`config.mk`:
```
export PLATFORM = sky130hd
export DESIGN_NAME = txsb_top
export DESIGN_NICKNAME = d
export VERILOG_FILES = /design/src/hw/txsb_pkg.sv /design/src/hw/txsb_top.sv
export VERILOG_INCLUDE_DIRS = /design/src /design/src/hw
export SDC_FILE = /design/constraint.sdc
export NUM_CORES = 1
export LEC_CHECK = 0
export ABC_CLOCK_PERIOD_IN_PS = 2400
export BUFFER_PORTS_ARGS = -buffer_cell sky130_fd_sc_hd__buf_2
export CAP_MARGIN = 10
export CORE_ASPECT_RATIO = 1.5
export CORE_MARGIN = 4
export CORE_UTILIZATION = 58
export CTS_BUF_LIST = sky130_fd_sc_hd__clkbuf_8
export CTS_CLUSTER_DIAMETER = 80
export DETAILED_ROUTE_END_ITERATION = 8
export PLACE_DENSITY_LB_ADDON = 0.05
export SLEW_MARGIN = 20
export SYNTH_ARGS = -nofsm -noshare
export SYNTH_HDL_FRONTEND = slang
export SYNTH_SLANG_ARGS = --single-unit
export TNS_END_PERCENT = 10
```
`constraint.sdc`:
```
create_clock -name ref_clk -period 2.4 [get_ports ref_clk]
set_input_delay 0.6 -clock ref_clk [delete_from_list [all_inputs] [get_ports ref_clk]]
set_output_delay 0.6 -clock ref_clk [all_outputs]
set_load 0.01 [all_outputs]
```
`src/hw/txsb_consts.svh`:
```
`ifndef TXSB_CONSTS_SVH
`define TXSB_CONSTS_SVH

// Reference clock
`define TXSB_CLK_HZ 20000000
`define TXSB_CLK_NS 50

// Hot-plug qualification time and its cycle count ("longer than" adds one cycle)
`define TXSB_HPD_QUAL_MS 100
`define TXSB_HPD_QUAL_CYC ((`TXSB_HPD_QUAL_MS * (`TXSB_CLK_HZ / 1000)) + 1)
`define TXSB_HPD_CNT_W 22

// DDC quarter bit time at 100 kHz, rounded up to whole cycles
`define TXSB_DDC_QTR_NS 2500
`define TXSB_DDC_QTR_CYC ((`TXSB_DDC_QTR_NS + `TXSB_CLK_NS - 1) / `TXSB_CLK_NS)
`define TXSB_DDC_QCNT_W 8

// Management port word addresses
`define TXSB_ADDR_CMD 4'h0
`define TXSB_ADDR_STAT 4'h1

// Command word fields
`define TXSB_CMD_DATA_MSB 7
`define TXSB_CMD_START 8
`define TXSB_CMD_STOP 9
`define TXSB_CMD_READ 10
`define TXSB_CMD_NACK 11

// Status word fields
`define TXSB_STAT_BUSY 0
`define TXSB_STAT_NACK 1
`define TXSB_STAT_RX_LSB 8
`define TXSB_STAT_RX_MSB 15

// Oversampling factors for select codes 0..3
`define TXSB_OS_FACTOR0 3'h1
`define TXSB_OS_FACTOR1 3'h3
`define TXSB_OS_FACTOR2 3'h4
`define TXSB_OS_FACTOR3 3'h5

`endif

```
`src/hw/txsb_pkg.sv`:
```
package txsb_pkg;

   typedef enum logic [1:0] {
      DDC_IDLE = 2'h0,
      DDC_START = 2'h1,
      DDC_BITS = 2'h3,
      DDC_STOP = 2'h2
   } txsb_ddc_state_type;

endpackage

```
`src/hw/txsb_top.sv`:
```
`timescale 1ns/1ps
`default_nettype none
`include "txsb_consts.svh"

module txsb_top #(
   parameter int unsigned HPD_QUAL_CYCLES = `TXSB_HPD_QUAL_CYC,
   parameter bit INCLUDE_DDC = 1'b1
) (
   // Clock, reset, enable
   input wire logic ref_clk,
   input wire logic rst,
   input wire logic clk_en,
   // Oversampling
   input wire logic [1:0] oversample_select,
   output logic [2:0] oversample_factor,
   // Hot-plug
   input wire logic hpd_in,
   output logic hpd_valid,
   // DDC lines, open drain
   input wire logic ddc_scl_in,
   output logic ddc_scl_out,
   output logic ddc_scl_oe,
   input wire logic ddc_sda_in,
   output logic ddc_sda_out,
   output logic ddc_sda_oe,
   // Management port
   input wire logic [3:0] mgmt_address,
   input wire logic mgmt_write,
   input wire logic mgmt_read,
   input wire logic [31:0] mgmt_writedata,
   output logic [31:0] mgmt_readdata
);

   localparam logic [`TXSB_HPD_CNT_W-1:0] HPD_MAX = `TXSB_HPD_CNT_W'(HPD_QUAL_CYCLES);
   localparam logic [`TXSB_DDC_QCNT_W-1:0] QTR_LAST = `TXSB_DDC_QCNT_W'(`TXSB_DDC_QTR_CYC - 1);

   // Pin synchronisers: 0 = hot-plug, 1 = scl, 2 = sda
   logic [2:0] pin_raw;
   logic [2:0] sync1_q, sync2_q, sync3_q, lvl_q;
   logic [2:0] sync1_d, sync2_d, sync3_d, lvl_d;

   assign pin_raw = {ddc_sda_in, ddc_scl_in, hpd_in};

   genvar gi;
   generate
      for (gi = 0; gi < 3; gi++) begin : g_sync
         always_comb begin
            sync1_d[gi] = pin_raw[gi];
            sync2_d[gi] = sync1_q[gi];
            sync3_d[gi] = sync2_q[gi];
            // A change only counts once the second and third stages agree
            lvl_d[gi] = (sync2_q[gi] == sync3_q[gi]) ? sync2_q[gi] : lvl_q[gi];
         end
      end
   endgenerate

   always_ff @(posedge ref_clk) begin
      if (rst) begin
         sync1_q <= 3'h0;
         sync2_q <= 3'h0;
         sync3_q <= 3'h0;
         lvl_q <= 3'h0;
      end else if (clk_en) begin
         sync1_q <= sync1_d;
         sync2_q <= sync2_d;
         sync3_q <= sync3_d;
         lvl_q <= lvl_d;
      end
   end

   // Hot-plug qualification and oversampling decode
   logic [`TXSB_HPD_CNT_W-1:0] hpd_cnt_q, hpd_cnt_d;
   logic hpd_valid_q, hpd_valid_d;
   logic [2:0] os_factor_q, os_factor_d;

   always_comb begin
      if (!lvl_q[0]) begin
         hpd_cnt_d = '0;
         hpd_valid_d = 1'b0;
      end else begin
         hpd_cnt_d = (hpd_cnt_q == HPD_MAX) ? hpd_cnt_q : hpd_cnt_q + 1'b1;
         hpd_valid_d = (hpd_cnt_q == HPD_MAX);
      end
      unique case (oversample_select)
         2'h0: os_factor_d = `TXSB_OS_FACTOR0;
         2'h1: os_factor_d = `TXSB_OS_FACTOR1;
         2'h2: os_factor_d = `TXSB_OS_FACTOR2;
         2'h3: os_factor_d = `TXSB_OS_FACTOR3;
      endcase
   end

   always_ff @(posedge ref_clk) begin
      if (rst) begin
         hpd_cnt_q <= '0;
         hpd_valid_q <= 1'b0;
         os_factor_q <= `TXSB_OS_FACTOR0;
      end else if (clk_en) begin
         hpd_cnt_q <= hpd_cnt_d;
         hpd_valid_q <= hpd_valid_d;
         os_factor_q <= os_factor_d;
      end
   end

   assign hpd_valid = hpd_valid_q;
   assign oversample_factor = os_factor_q;

   // DDC byte engine behind the management port
   txsb_pkg::txsb_ddc_state_type st_q, st_d;
   logic [1:0] ph_q, ph_d;
   logic [`TXSB_DDC_QCNT_W-1:0] qcnt_q, qcnt_d;
   logic [3:0] bitn_q, bitn_d;
   logic [8:0] tx_q, tx_d, rx_q, rx_d;
   logic stop_q, stop_d;
   logic scl_oe_q, scl_oe_d, sda_oe_q, sda_oe_d;
   logic [31:0] rdata_q, rdata_d;
   logic tick, advance, cmd_take;

   always_comb begin
      st_d = st_q;
      ph_d = ph_q;
      qcnt_d = qcnt_q;
      bitn_d = bitn_q;
      tx_d = tx_q;
      rx_d = rx_q;
      stop_d = stop_q;
      scl_oe_d = scl_oe_q;
      sda_oe_d = sda_oe_q;
      tick = (qcnt_q == QTR_LAST);
      // Quarter 2 follows the clock release; it waits for the line to read high, so a stretching sink holds the bit
      advance = tick && !(ph_q == 2'h2 && !lvl_q[1]);
      // Commands arriving while busy are dropped; software polls the busy bit first
      cmd_take = INCLUDE_DDC && mgmt_write && (mgmt_address == `TXSB_ADDR_CMD)
                 && (st_q == txsb_pkg::DDC_IDLE);
      if (st_q != txsb_pkg::DDC_IDLE) begin
         qcnt_d = tick ? '0 : qcnt_q + 1'b1;
         if (tick && !advance) begin
            qcnt_d = qcnt_q;
         end
      end
      if (cmd_take) begin
         st_d = mgmt_writedata[`TXSB_CMD_START] ? txsb_pkg::DDC_START : txsb_pkg::DDC_BITS;
         ph_d = 2'h0;
         qcnt_d = '0;
         bitn_d = 4'h0;
         stop_d = mgmt_writedata[`TXSB_CMD_STOP];
         tx_d = mgmt_writedata[`TXSB_CMD_READ] ? {8'hFF, mgmt_writedata[`TXSB_CMD_NACK]}
                                               : {mgmt_writedata[`TXSB_CMD_DATA_MSB:0], 1'b1};
      end else if (advance) begin
         ph_d = ph_q + 2'h1;
         unique case (st_q)
            txsb_pkg::DDC_IDLE: begin
               ph_d = 2'h0;
            end
            txsb_pkg::DDC_START: begin
               unique case (ph_q)
                  2'h0: begin
                     sda_oe_d = 1'b0;
                     scl_oe_d = 1'b0;
                  end
                  2'h1: sda_oe_d = 1'b0;
                  2'h2: sda_oe_d = 1'b1;
                  2'h3: begin
                     scl_oe_d = 1'b1;
                     st_d = txsb_pkg::DDC_BITS;
                  end
               endcase
            end
            txsb_pkg::DDC_BITS: begin
               unique case (ph_q)
                  2'h0: begin
                     scl_oe_d = 1'b1;
                     sda_oe_d = ~tx_q[8];
                  end
                  2'h1: scl_oe_d = 1'b0;
                  2'h2: rx_d = {rx_q[7:0], lvl_q[2]};
                  2'h3: begin
                     scl_oe_d = 1'b1;
                     tx_d = {tx_q[7:0], 1'b1};
                     bitn_d = bitn_q + 4'h1;
                     if (bitn_q == 4'h8) begin
                        st_d = stop_q ? txsb_pkg::DDC_STOP : txsb_pkg::DDC_IDLE;
                     end
                  end
               endcase
            end
            txsb_pkg::DDC_STOP: begin
               unique case (ph_q)
                  2'h0: begin
                     scl_oe_d = 1'b1;
                     sda_oe_d = 1'b1;
                  end
                  2'h1: scl_oe_d = 1'b0;
                  2'h2: sda_oe_d = 1'b0;
                  2'h3: st_d = txsb_pkg::DDC_IDLE;
               endcase
            end
         endcase
      end
      // Read answers one cycle after the strobe
      rdata_d = 32'h0;
      if (INCLUDE_DDC && mgmt_read && mgmt_address == `TXSB_ADDR_STAT) begin
         rdata_d[`TXSB_STAT_BUSY] = (st_q != txsb_pkg::DDC_IDLE);
         rdata_d[`TXSB_STAT_NACK] = rx_q[0];
         rdata_d[`TXSB_STAT_RX_MSB:`TXSB_STAT_RX_LSB] = rx_q[8:1];
      end
   end

   always_ff @(posedge ref_clk) begin
      if (rst) begin
         st_q <= txsb_pkg::DDC_IDLE;
         ph_q <= 2'h0;
         qcnt_q <= '0;
         bitn_q <= 4'h0;
         tx_q <= 9'h1FF;
         rx_q <= 9'h000;
         stop_q <= 1'b0;
         scl_oe_q <= 1'b0;
         sda_oe_q <= 1'b0;
         rdata_q <= 32'h0;
      end else if (clk_en) begin
         st_q <= st_d;
         ph_q <= ph_d;
         qcnt_q <= qcnt_d;
         bitn_q <= bitn_d;
         tx_q <= tx_d;
         rx_q <= rx_d;
         stop_q <= stop_d;
         scl_oe_q <= scl_oe_d;
         sda_oe_q <= sda_oe_d;
         rdata_q <= rdata_d;
      end
   end

   // Open drain: the lines are only ever pulled low, never driven high
   assign ddc_scl_out = 1'b0;
   assign ddc_sda_out = 1'b0;
   assign ddc_scl_oe = scl_oe_q;
   assign ddc_sda_oe = sda_oe_q;
   assign mgmt_readdata = rdata_q;

endmodule

`default_nettype wire

```
==> impl_metrics.csv, run 1 <==
group,metric,value,unit
placement,routability_driven_placement_congestion_ratio,0.8287,
timing,finalCritPeriodShare,85.70,%
global_route,grt_pass1_wl,17.01,mm
clock_tree,clock_tree_from_tritoncts,"done",
synth,synthDominantAreaCellType,"dfxtp_1",
critical_path,reg2reg_to,"rx_q[8]",
clock_tree,clock_insertion_delay_worst_skew,0.38,ns
routing,wire_length_per_cell,15.56,µm
critical_path,worst-endpoint-arrival,2.32,ns
critical_path,ff2ff_setup_slack,0.34,ns
pwr,power.clock.fraction,38.3,%
critical_path,worstSetupStartpointType,"flip-flop",
floorplan,floorplan.io_pins,86,
critical_path,cp_top_family,"flip-flops",
timing,final_period_minus_worst_setup_slack,2.057,ns
global_route,grt.total_usage,22.89,%
clock_tree,postCtsSetupRepairBufs,0,
floorplan,chipHeight,116.3,µm
pwr,p_sw,0.7368,mW
clock_tree,cts_htree_levels,3,
synth,ys_top_cells_by_area,"dfxtp_1, mux2i_1, buf_4",
routing,route.vias.total,3899,
cells_and_area,areaGrowthSynthToFinish,8.910,%
run_status,status,"finished clean",
synth,synth.avg_cell_area,8.841,µm²
cells_and_area,n_antenna_cell,0,
pwr,seq_power_share,54.7,%
placement,preCtsSetupSlack,0.3226,ns
synth,syn_area,4536,µm²
routing,wirelength,10.22,mm
routing,m1WireLength,4.176,mm
job,cap_viol_max_count,0,
routing,wl_met2,5.198,mm
critical_path,crit_path_max_incr_delay,0.77,ns
pwr,combinationalPowerShare,7.0,%
synth,synth.yosys.warnings,0,
global_route,grt_max_degree,60,
placement,dp_wirelength,7.250,mm
critical_path,cell_chain_critical_path,"nand3_1 -> nor4_2 -> buf_4 -> mux2i_1 -> nor2_1",
routing,detail-route-antenna-nets,0,
timing,worstMarginPinSlew,0.6833,ns
worst_hold_path,worst_hold_startpoint,"ddc_scl_in",
worst_hold_path,timing.hold.worst_endpoint,"sync1_q[1]",
routing,dr_top_layer,"met4",
timing,final_hold_viol_count,0,
timing,fin_setup_tns,0,ns
routing,drt_pass1_iterations,4,
global_route,grt_remaining_overflow,0,
synth,postSynthRegisterBits,85,
synth,synth.top_cell.area_share,37.52,%
critical_path,cp.required,2.66,ns
critical_path,timing.rr.start,"st_q[0]",
timing,timing.clock.skew,0.01260,ns
timing,setup-violations-final,0,
routing,average_vias_per_placed_instance,5.935,
pwr,switching_share_of_power,27.92,%
timing,timing.fmax,486.2,MHz
floorplan,core,7612,µm²
floorplan,placementRows,39,
synth,yosys_most_used_dff,"dfxtp_1",
synth,synth_edf_count,0,
floorplan,die-area,9328,µm²
synth,yosys_cell_types,71,
timing,max_slew_headroom_at_the_worst_pin,54.39,%
routing,met3_wirelength,550,µm
timing,grt_setup_unrepaired,"no",
synth,ys_seq_area_share,37.52,%
timing,maxSlewViolCount,0,
synth,syn-instance-count,513,
critical_path,cp.buffers_inverters,1,
timing,worst_slack,0.3431,ns
global_route,antenna_found_initial,0,
global_route,first_global_vias,3704,
pwr,cellInternalPower,1.902,mW
critical_path,timing_worst_setup_path_type,"flip-flop to flip-flop",
floorplan,start_util,59.58,%
floorplan,floorplan.die.width,80.21,µm
routing,first_iter_violations,239,
critical_path,worstPathMaxFanout,20,
pwr,p_per_area,534.2,nW/µm²
critical_path,critical-path-slowest-cell,"dfxtp_1",
clock_tree,cts_hold_repair.buffers,0,
clock_tree,clk_pin_slew,0.10,ns
critical_path,reg2regPathDepth,5,
worst_hold_path,holdCritPathClass,"input port to flip-flop",
clock_tree,clock_sinks,85,
critical_path,setup.worst_path.end_class,"flip-flop",
cells_and_area,ratio_of_cells_with_drive_above_1_in_the_final_layout,17.12,%
cells_and_area,fin_nets,607,
synth,asyncSetResetFlopFracSynth,0,%
clock_tree,cells_resized_by_post_cts_repair,0,
pwr,static-leakage-power,1.906,nW
clock_tree,tritoncts.num_buffers,9,
worst_hold_path,hold_path_cell_cnt,3,
clock_tree,clock-root-buffer,"clkbuf_8",
clock_tree,ctsLongestPathBuffers,2,
routing,detail_route.drc_violations,0,
placement,io_buffers,41,
pwr,worst_ir_drop_vdd,0.4625,mV
-- cells in the final DEF (no fill, tap or decap), types with 15 or more instances in the layout --
master	count
dfxtp_1	85
o21ai_0	15
buf_4	17
mux2i_1	28
a21oi_1	33
nand2_1	36
conb_1	24
nor2_1	44
buf_2	41
nand3_1	33
-- power by group through the flow --
stage               Clock (mW)  Sequential (mW)  Combinational (mW)
finish                    1.01             1.44               0.185
global placement             0             1.47               0.180
CTS                       1.04             1.44               0.185
floorplan                    0             1.47               0.155
detailed placement           0             1.48               0.184
global route              1.10             1.45               0.205
-- logic make-up (layout without fill, tap and decap cells) --
family          count (synthesis)  count (layout)  synth area share [%]
compound gates                109             109                 17.46
other cells                     1              24               0.08268
fa+ha+maj                      11              11                 3.034
xor+xnor                        1               1                0.1931
simple gates                  206             206                 25.77
flops                          85              85                 37.52
buf+inv                        70              89                 9.269
mux                            30              30                 6.676
-- area by class of cell --
class	instances	area (µm²)
Tap cell	102	127.6
Clock inverter	7	75.07
Clock buffer	9	123.9
Sequential cell	85	1702
Fill cell	698	2673
Timing Repair Buffer	59	352.8
Inverter	14	52.55
Multi-Input combinational cell	381	2506
-- how the worst max path moves through the flow --
stage / from / to / cells past startpoint
3_3_place_gp: clk_en / hpd_cnt_q[2] / 6
4_1_cts: st_q[0] / rx_q[8] / 5
6_report: st_q[0] / rx_q[8] / 5
3_5_place_dp: clk_en / hpd_cnt_q[2] / 6
2_1_floorplan: mgmt_address[1] / qcnt_q[6] / 4
5_1_grt: st_q[0] / rx_q[8] / 5
-- sequential cells by signal (all words and copies together) (netlist names) --
signal / cells
sync3_q: 3
tx_q: 9
mgmt_readdata: 10
lvl_q: 3
ddc_scl_oe: 1
rx_q: 9
ph_q: 2
sync1_q: 3
hpd_valid: 1
hpd_cnt_q: 22
bitn_q: 4
stop_q: 1
qcnt_q: 8
sync2_q: 3
ddc_sda_oe: 1
oversample_factor: 3
st_q: 2
-- synthesized netlist by cell type, types with 9 or more instances --
library cell   n
a21oi_1       33
a22oi_1        9
buf_4         28
clkbuf_1      17
dfxtp_1       85
ha_1          11
inv_1         13
mux2i_1       28
nand2_1       36
nand3_1       33
nand4_1       11
nor2_1        44
nor3_1        11
o21ai_0       15
o31ai_1        9
or3_1         10
or4_1         11
-- worst register-to-register path: stages (launching register included) --
cell     delay (ns)
dfxtp_1        0.77
nand3_1        0.32
nor4_2         0.35
buf_4          0.25
mux2i_1        0.21
nor2_1         0.05
-- routing by layer --
| layer | track usage (%) | up-vias |
|---|---|---|
| li1 | - | 1922 |
| met1 | 26.19 | 1842 |
| met2 | 40.38 | 114 |
| met3 | 4.244 | 21 |
| met4 | 11.50 | 0 |
| met5 | 0 | - |
-- per-stage QoR --
step / hold WS [ns] / power [mW] / area, µm² / instances / utilization (%)
2_1_floorplan: 0.4364 / 1.627 / 4622 / 536 / -
3_3_place_gp: 0.4492 / 1.655 / 4741 / 641 / 62.28
3_5_place_dp: 0.4574 / 1.660 / 4741 / 641 / 62.28
4_1_cts: 0.4411 / 2.669 / 4940 / 657 / 64.89
5_1_grt: 0.4795 / 2.747 / 4940 / 657 / 64.89
6_report: 0.4582 / 2.639 / 4940 / 657 / 64.89
Note: power is estimated with default switching activity, not from simulation.
==> run 2, diff against run 1 <==
--- a/config.mk
+++ b/config.mk
@@ -6,12 +6,12 @@
 export SDC_FILE = /design/constraint.sdc
 export NUM_CORES = 1
 export LEC_CHECK = 0
-export ABC_CLOCK_PERIOD_IN_PS = 2400
+export ABC_CLOCK_PERIOD_IN_PS = 1800
 export BUFFER_PORTS_ARGS = -buffer_cell sky130_fd_sc_hd__buf_2
 export CAP_MARGIN = 10
 export CORE_ASPECT_RATIO = 1.5
-export CORE_MARGIN = 4
-export CORE_UTILIZATION = 58
+export CORE_MARGIN = 2
+export CORE_UTILIZATION = 52
 export CTS_BUF_LIST = sky130_fd_sc_hd__clkbuf_8
 export CTS_CLUSTER_DIAMETER = 80
 export DETAILED_ROUTE_END_ITERATION = 8
==> constraint.sdc (replaced) <==
create_clock -name ref_clk -period 1.8 [get_ports ref_clk]
set_input_delay 0.45 -clock ref_clk [delete_from_list [all_inputs] [get_ports ref_clk]]
set_output_delay 0.45 -clock ref_clk [all_outputs]
set_load 0.01 [all_outputs]
==> run 2 against run 1 <==
Combinational power increased by 52%. Maximum frequency up 19%. Power grew 38%. Sequential power grew 33%. Worst hold slack got worse by 0.16 ns. First-iteration DRC count fell by 33%. Flip-flop and latch count did not move. Non-clock buffer count rose by 46. Clock power rose by 42%. Largest cell class unchanged. Largest power group unchanged.
==> impl_metrics.csv, run 2 (synthesis gave the netlist of run 1 again) <==
group,metric,value,unit
pwr,worst_ir_drop_vdd,0.5260,mV
clock_tree,clock-root-buffer,"clkbuf_8",
critical_path,cp_top_family,"simple AND/OR/NAND/NOR gates",
clock_tree,cts_htree_levels,3,
global_route,antenna_found_initial,0,
critical_path,cp.buffers_inverters,0,
routing,m1WireLength,4.696,mm
routing,wirelength,11.26,mm
critical_path,timing.critical_path.to,"hpd_cnt_q[2]",
cells_and_area,multi_input_area,2579,µm²
critical_path,cp.depth,4,
timing,finalCritPeriodShare,96.21,%
floorplan,core,8464,µm²
job,cap_viol_max_count,0,
critical_path,crit_path_max_incr_delay,0.54,ns
cells_and_area,regMostFlops,"hpd_cnt_q",
floorplan,placementRows,41,
critical_path,worstSetupStartpointType,"flip-flop",
critical_path,cp.required,2.07,ns
cells_and_area,finish.instance_area,5388,µm²
run_status,status,"finished clean",
global_route,grt.total_usage,24.65,%
worst_hold_path,holdCritPathClass,"input port to flip-flop",
cells_and_area,sequential_cell_area,1715,µm²
placement,placedInstanceArea,5086,µm²
timing,timing.clock.skew,0.005499,ns
clock_tree,clock_insertion_delay_worst_skew,0.38,ns
routing,average_vias_per_placed_instance,5.763,
routing,dr_top_layer,"met4",
routing,route.vias.total,4080,
critical_path,reg2regPathDepth,4,
floorplan,floorplan.io_pins,86,
cells_and_area,largest_register_ff_count,22,
global_route,grt_max_degree,41,
placement,io_buffers,41,
timing,fin_setup_tns,0,ns
timing,final_period_minus_worst_setup_slack,1.732,ns
clock_tree,clock_tree_from_tritoncts,"done",
routing,drt_pass1_iterations,4,
timing,worst_slack,0.06824,ns
cells_and_area,fin_nets,653,
timing,maxSlewViolCount,0,
clock_tree,cts_hold_repair.buffers,0,
timing,final_hold_viol_count,0,
floorplan,chipHeight,118.4,µm
critical_path,critical-path-slowest-cell,"or4_4",
cells_and_area,mostFrequentLayoutCell,"dfxtp_1",
routing,met3_wirelength,361,µm
pwr,p_per_area,674.8,nW/µm²
critical_path,cell_chain_critical_path,"or4_4 -> nor4_4 -> a21oi_1 -> a311o_1",
routing,detail_route.drc_violations,0,
critical_path,setup.worst_path.end_class,"flip-flop",
pwr,seq_power_share,52.8,%
pwr,cellInternalPower,2.673,mW
floorplan,die-area,9501,µm²
clock_tree,tritoncts.num_buffers,9,
cells_and_area,finalCoreUtilization,63.65,%
pwr,combinationalPowerShare,7.8,%
routing,wl_met2,5.791,mm
placement,dp_wirelength,8.185,mm
clock_tree,ctsLongestPathBuffers,2,
floorplan,start_util,53.58,%
global_route,first_global_vias,3914,
routing,detail-route-antenna-nets,0,
timing,timing.fmax,577.4,MHz
cells_and_area,n_antenna_cell,0,
floorplan,floorplan.die.width,80.26,µm
pwr,p_sw,0.9630,mW
critical_path,worstPathMaxFanout,3,
cells_and_area,areaGrowthSynthToFinish,18.79,%
timing,grt_setup_unrepaired,"yes",
clock_tree,clk_pin_slew,0.09,ns
global_route,grt_pass1_wl,18.58,mm
cells_and_area,final_cell_mix,"dfxtp_1, buf_4, nor2_1",
routing,wire_length_per_cell,15.90,µm
pwr,switching_share_of_power,26.49,%
critical_path,worst-endpoint-arrival,2.00,ns
routing,first_iter_violations,160,
critical_path,ff2ff_setup_slack,0.07,ns
global_route,grt_remaining_overflow,0,
cells_and_area,ratio_of_cells_with_drive_above_1_in_the_final_layout,27.12,%
critical_path,crit_path_start,"hpd_cnt_q[3]",
critical_path,timing.rr.start,"hpd_cnt_q[3]",
placement,preCtsSetupSlack,-0.2132,ns
cells_and_area,num-fill-cells,778,
critical_path,timing_worst_setup_path_type,"flip-flop to flip-flop",
pwr,static-leakage-power,2.155,nW
timing,setup-violations-final,0,
pwr,power.clock.fraction,39.4,%
clock_tree,clock_sinks,85,
placement,routability_driven_placement_congestion_ratio,0.8334,
critical_path,reg2reg_to,"hpd_cnt_q[2]",
-- run 2: metal layers --
layer	global-route usage [%]	up-vias
li1	-	2014
met1	28.98	1954
met2	42.08	88
met3	4.122	24
met4	12.61	0
met5	0	-
-- run 2: worst min path at each step --
stage | start | endpoint | slack [ns] | cells after the start
6_report | hpd_in | sync1_q[0] | 0.30 | 3
5_1_grt | ddc_sda_in | sync1_q[2] | 0.30 | 3
4_1_cts | hpd_in | sync1_q[0] | 0.29 | 3
3_5_place_dp | hpd_valid | hpd_valid | 0.47 | 2
3_3_place_gp | hpd_valid | hpd_valid | 0.45 | 2
2_1_floorplan | stop_q | stop_q | 0.44 | 2
-- run 2: tightest hold or removal path: stages --
cell,delay [ns]
buf_2,0.07
mux2i_1,0.05
nor2_1,0.07
-- run 2: repair_timing --
| item | 4_1_cts | 5_1_grt |
|---|---|---|
| endpoints found under the setup margin | 23 | 31 |
| buffers inserted | 1 | 0 |
| resized for setup | 6 | 20 |
| pin swaps | 5 | 4 |
| hold endpoints to repair | 0 | 0 |
-- run 2: cell type report --
cell class	count	share of cell area, %
tap	107	2.485
multi-input combinational	381	47.86
inverter	14	0.9754
timing repair buffer	105	13.03
clock buffer	9	2.299
clock inverter	7	1.510
sequential	85	31.84
-- run 2: metrics by stage --
step | power (mW) | cells | hold WS (ns)
floorplan | 2.169 | 536 | 0.4364
global placement | 2.232 | 691 | 0.4536
detailed placement | 2.237 | 691 | 0.4654
CTS | 3.665 | 708 | 0.2927
finish | 3.636 | 708 | 0.3004
global route | 3.789 | 708 | 0.3022
-- run 2: power groups by stage --
stage	sequential [mW]	combinational (mW)	clock [mW]
5_1_grt	1.92	0.309	1.56
3_3_place_gp	1.96	0.270	0
2_1_floorplan	1.96	0.207	0
6_report	1.92	0.282	1.43
3_5_place_dp	1.96	0.274	0
4_1_cts	1.92	0.275	1.47
==> run 3, diff against run 2 <==
--- a/config.mk
+++ b/config.mk
@@ -15,7 +15,7 @@
 export CTS_BUF_LIST = sky130_fd_sc_hd__clkbuf_8
 export CTS_CLUSTER_DIAMETER = 80
 export DETAILED_ROUTE_END_ITERATION = 8
-export PLACE_DENSITY_LB_ADDON = 0.05
+export PLACE_DENSITY_LB_ADDON = 0.2
 export SLEW_MARGIN = 20
 export SYNTH_ARGS = -nofsm -noshare
 export SYNTH_HDL_FRONTEND = slang
==> run 3 against run 2 <==
Worst setup slack worse by 0.031 ns. Design area is 1.2% higher. Maximum frequency fell by 1.8%.
==> impl_metrics.csv, run 3 (synthesis gave the netlist of run 1 again) <==
group,metric,value,unit
run_status,status,"finished clean",
global_route,first_global_vias,4066,
floorplan,floorplan.die.width,80.26,µm
clock_tree,clock_tree_from_tritoncts,"done",
pwr,worst_ir_drop_vdd,0.6676,mV
cells_and_area,num-fill-cells,722,
global_route,grt.total_usage,23.60,%
timing,timing.fmax,567.2,MHz
global_route,antenna_found_initial,0,
placement,placedInstanceArea,5181,µm²
pwr,fin_total_pwr,3.654,mW
global_route,grt_remaining_overflow,0,
timing,finalHoldWorstSlack,0.3163,ns
clock_tree,tritoncts.num_buffers,9,
timing,maxSlewViolCount,0,
worst_hold_path,holdCritPathClass,"input port to flip-flop",
job,cap_viol_max_count,0,
routing,average_vias_per_placed_instance,5.758,
global_route,grt_max_degree,29,
cells_and_area,finish.instance_area,5450,µm²
routing,drt_pass1_iterations,4,
critical_path,cp.required,2.07,ns
clock_tree,cts_hold_repair.buffers,0,
routing,wirelength,10.77,mm
clock_tree,clock_insertion_delay_worst_skew,0.38,ns
routing,first_iter_violations,206,
routing,detail_route.drc_violations,0,
clock_tree,cts_htree_levels,3,
pwr,p_per_area,670.5,nW/µm²
floorplan,chipHeight,118.4,µm
clock_tree,clock-root-buffer,"clkbuf_8",
timing,timing.clock.skew,0.01033,ns
cells_and_area,largest_register_ff_count,22,
critical_path,worst-endpoint-arrival,2.03,ns
critical_path,reg2regPathDepth,4,
timing,setup-violations-final,0,
cells_and_area,finalCoreUtilization,64.39,%
routing,detail-route-antenna-nets,0,
critical_path,timing_worst_setup_path_type,"flip-flop to flip-flop",
critical_path,ff2ff_setup_slack,0.04,ns
cells_and_area,final_cell_mix,"dfxtp_1, buf_4, nor2_1",
clock_tree,clock_sinks,85,
cells_and_area,areaGrowthSynthToFinish,20.17,%
critical_path,setup.worst_path.end_class,"flip-flop",
cells_and_area,n_antenna_cell,0,
clock_tree,ctsLongestPathBuffers,2,
cells_and_area,mostFrequentLayoutCell,"dfxtp_1",
placement,dp_wirelength,7.927,mm
clock_tree,clk_pin_slew,0.09,ns
pwr,static-leakage-power,2.212,nW
floorplan,die-area,9501,µm²
placement,io_buffers,41,
floorplan,core,8464,µm²
floorplan,placementRows,41,
placement,routability_driven_placement_congestion_ratio,0.8785,
floorplan,start_util,53.58,%
floorplan,floorplan.io_pins,86,
worst_hold_path,hold_path_cell_cnt,3,
timing,final_period_minus_worst_setup_slack,1.763,ns
timing,finalCritPeriodShare,97.95,%
critical_path,worstSetupStartpointType,"flip-flop",
cells_and_area,fin_nets,664,
routing,wire_length_per_cell,14.98,µm
global_route,grt_pass1_wl,18.11,mm
cells_and_area,ratio_of_cells_with_drive_above_1_in_the_final_layout,27.94,%
cells_and_area,regMostFlops,"hpd_cnt_q",
critical_path,worstPathMaxFanout,7,
timing,grt_setup_unrepaired,"yes",
timing,final_hold_viol_count,0,
routing,route.vias.total,4140,
[run 3: area by class of cell]
cell class	instances	area [µm²]	area share, %
tap	107	133.9	2.456
clock buffer	9	123.9	2.273
clock inverter	7	80.08	1.469
sequential	85	1712	31.40
inverter	14	52.55	0.9642
multi-input combinational	381	2551	46.81
timing repair buffer	116	797.0	14.62
[run 3: what timing repair did]
item | CTS | global route
cloned | 0 | 1
pin swaps | 1 | 7
resized for setup | 2 | 22
setup buffers | 0 | 0
setup endpoints to repair | 12 | 38
[run 3: worst paths after layout]
kind / end / from
worst max-delay path: hpd_cnt_q[2] / hpd_cnt_q[4]
worst min-delay path: sync1_q[2] / ddc_sda_in
worst max register to register: hpd_cnt_q[2] / hpd_cnt_q[4]
worst min register to register: stop_q / stop_q
[run 3: per-stage QoR]
step                      instances  setup TNS (ns)  setup WS (ns)
after floorplan                 536               0        0.02495
after global placement          702          -1.097        -0.1799
after detailed placement        702          -1.308        -0.1700
after CTS                       718       -0.006639      -0.006639
after global routing            719         -0.1373       -0.03838
final                           719               0        0.03693
[run 3: power by group]
group	leakage, nW	internal [mW]	switching [mW]	total, mW
sequential	0.691	1.90	0.0182	1.92
clock	0.108	0.666	0.769	1.44
combinational	1.41	0.121	0.179	0.300
total	2.21	2.69	0.966	3.65
[run 3: worst max-delay path: stages (launching register included)]
cell and delay (ns):
dfxtp_1 0.37, or4_1 0.58, nor4_4 0.26, a21oi_1 0.12
a311o_1 0.32
[run 3: routing by layer]
layer	vias to the layer above	GRT usage, %	share of wire, %
met4	0	12.18	2.8
li1	2029	-	-
met2	96	41.25	53
met5	-	0	0
met3	18	2.748	3.3
met1	1997	27.55	41
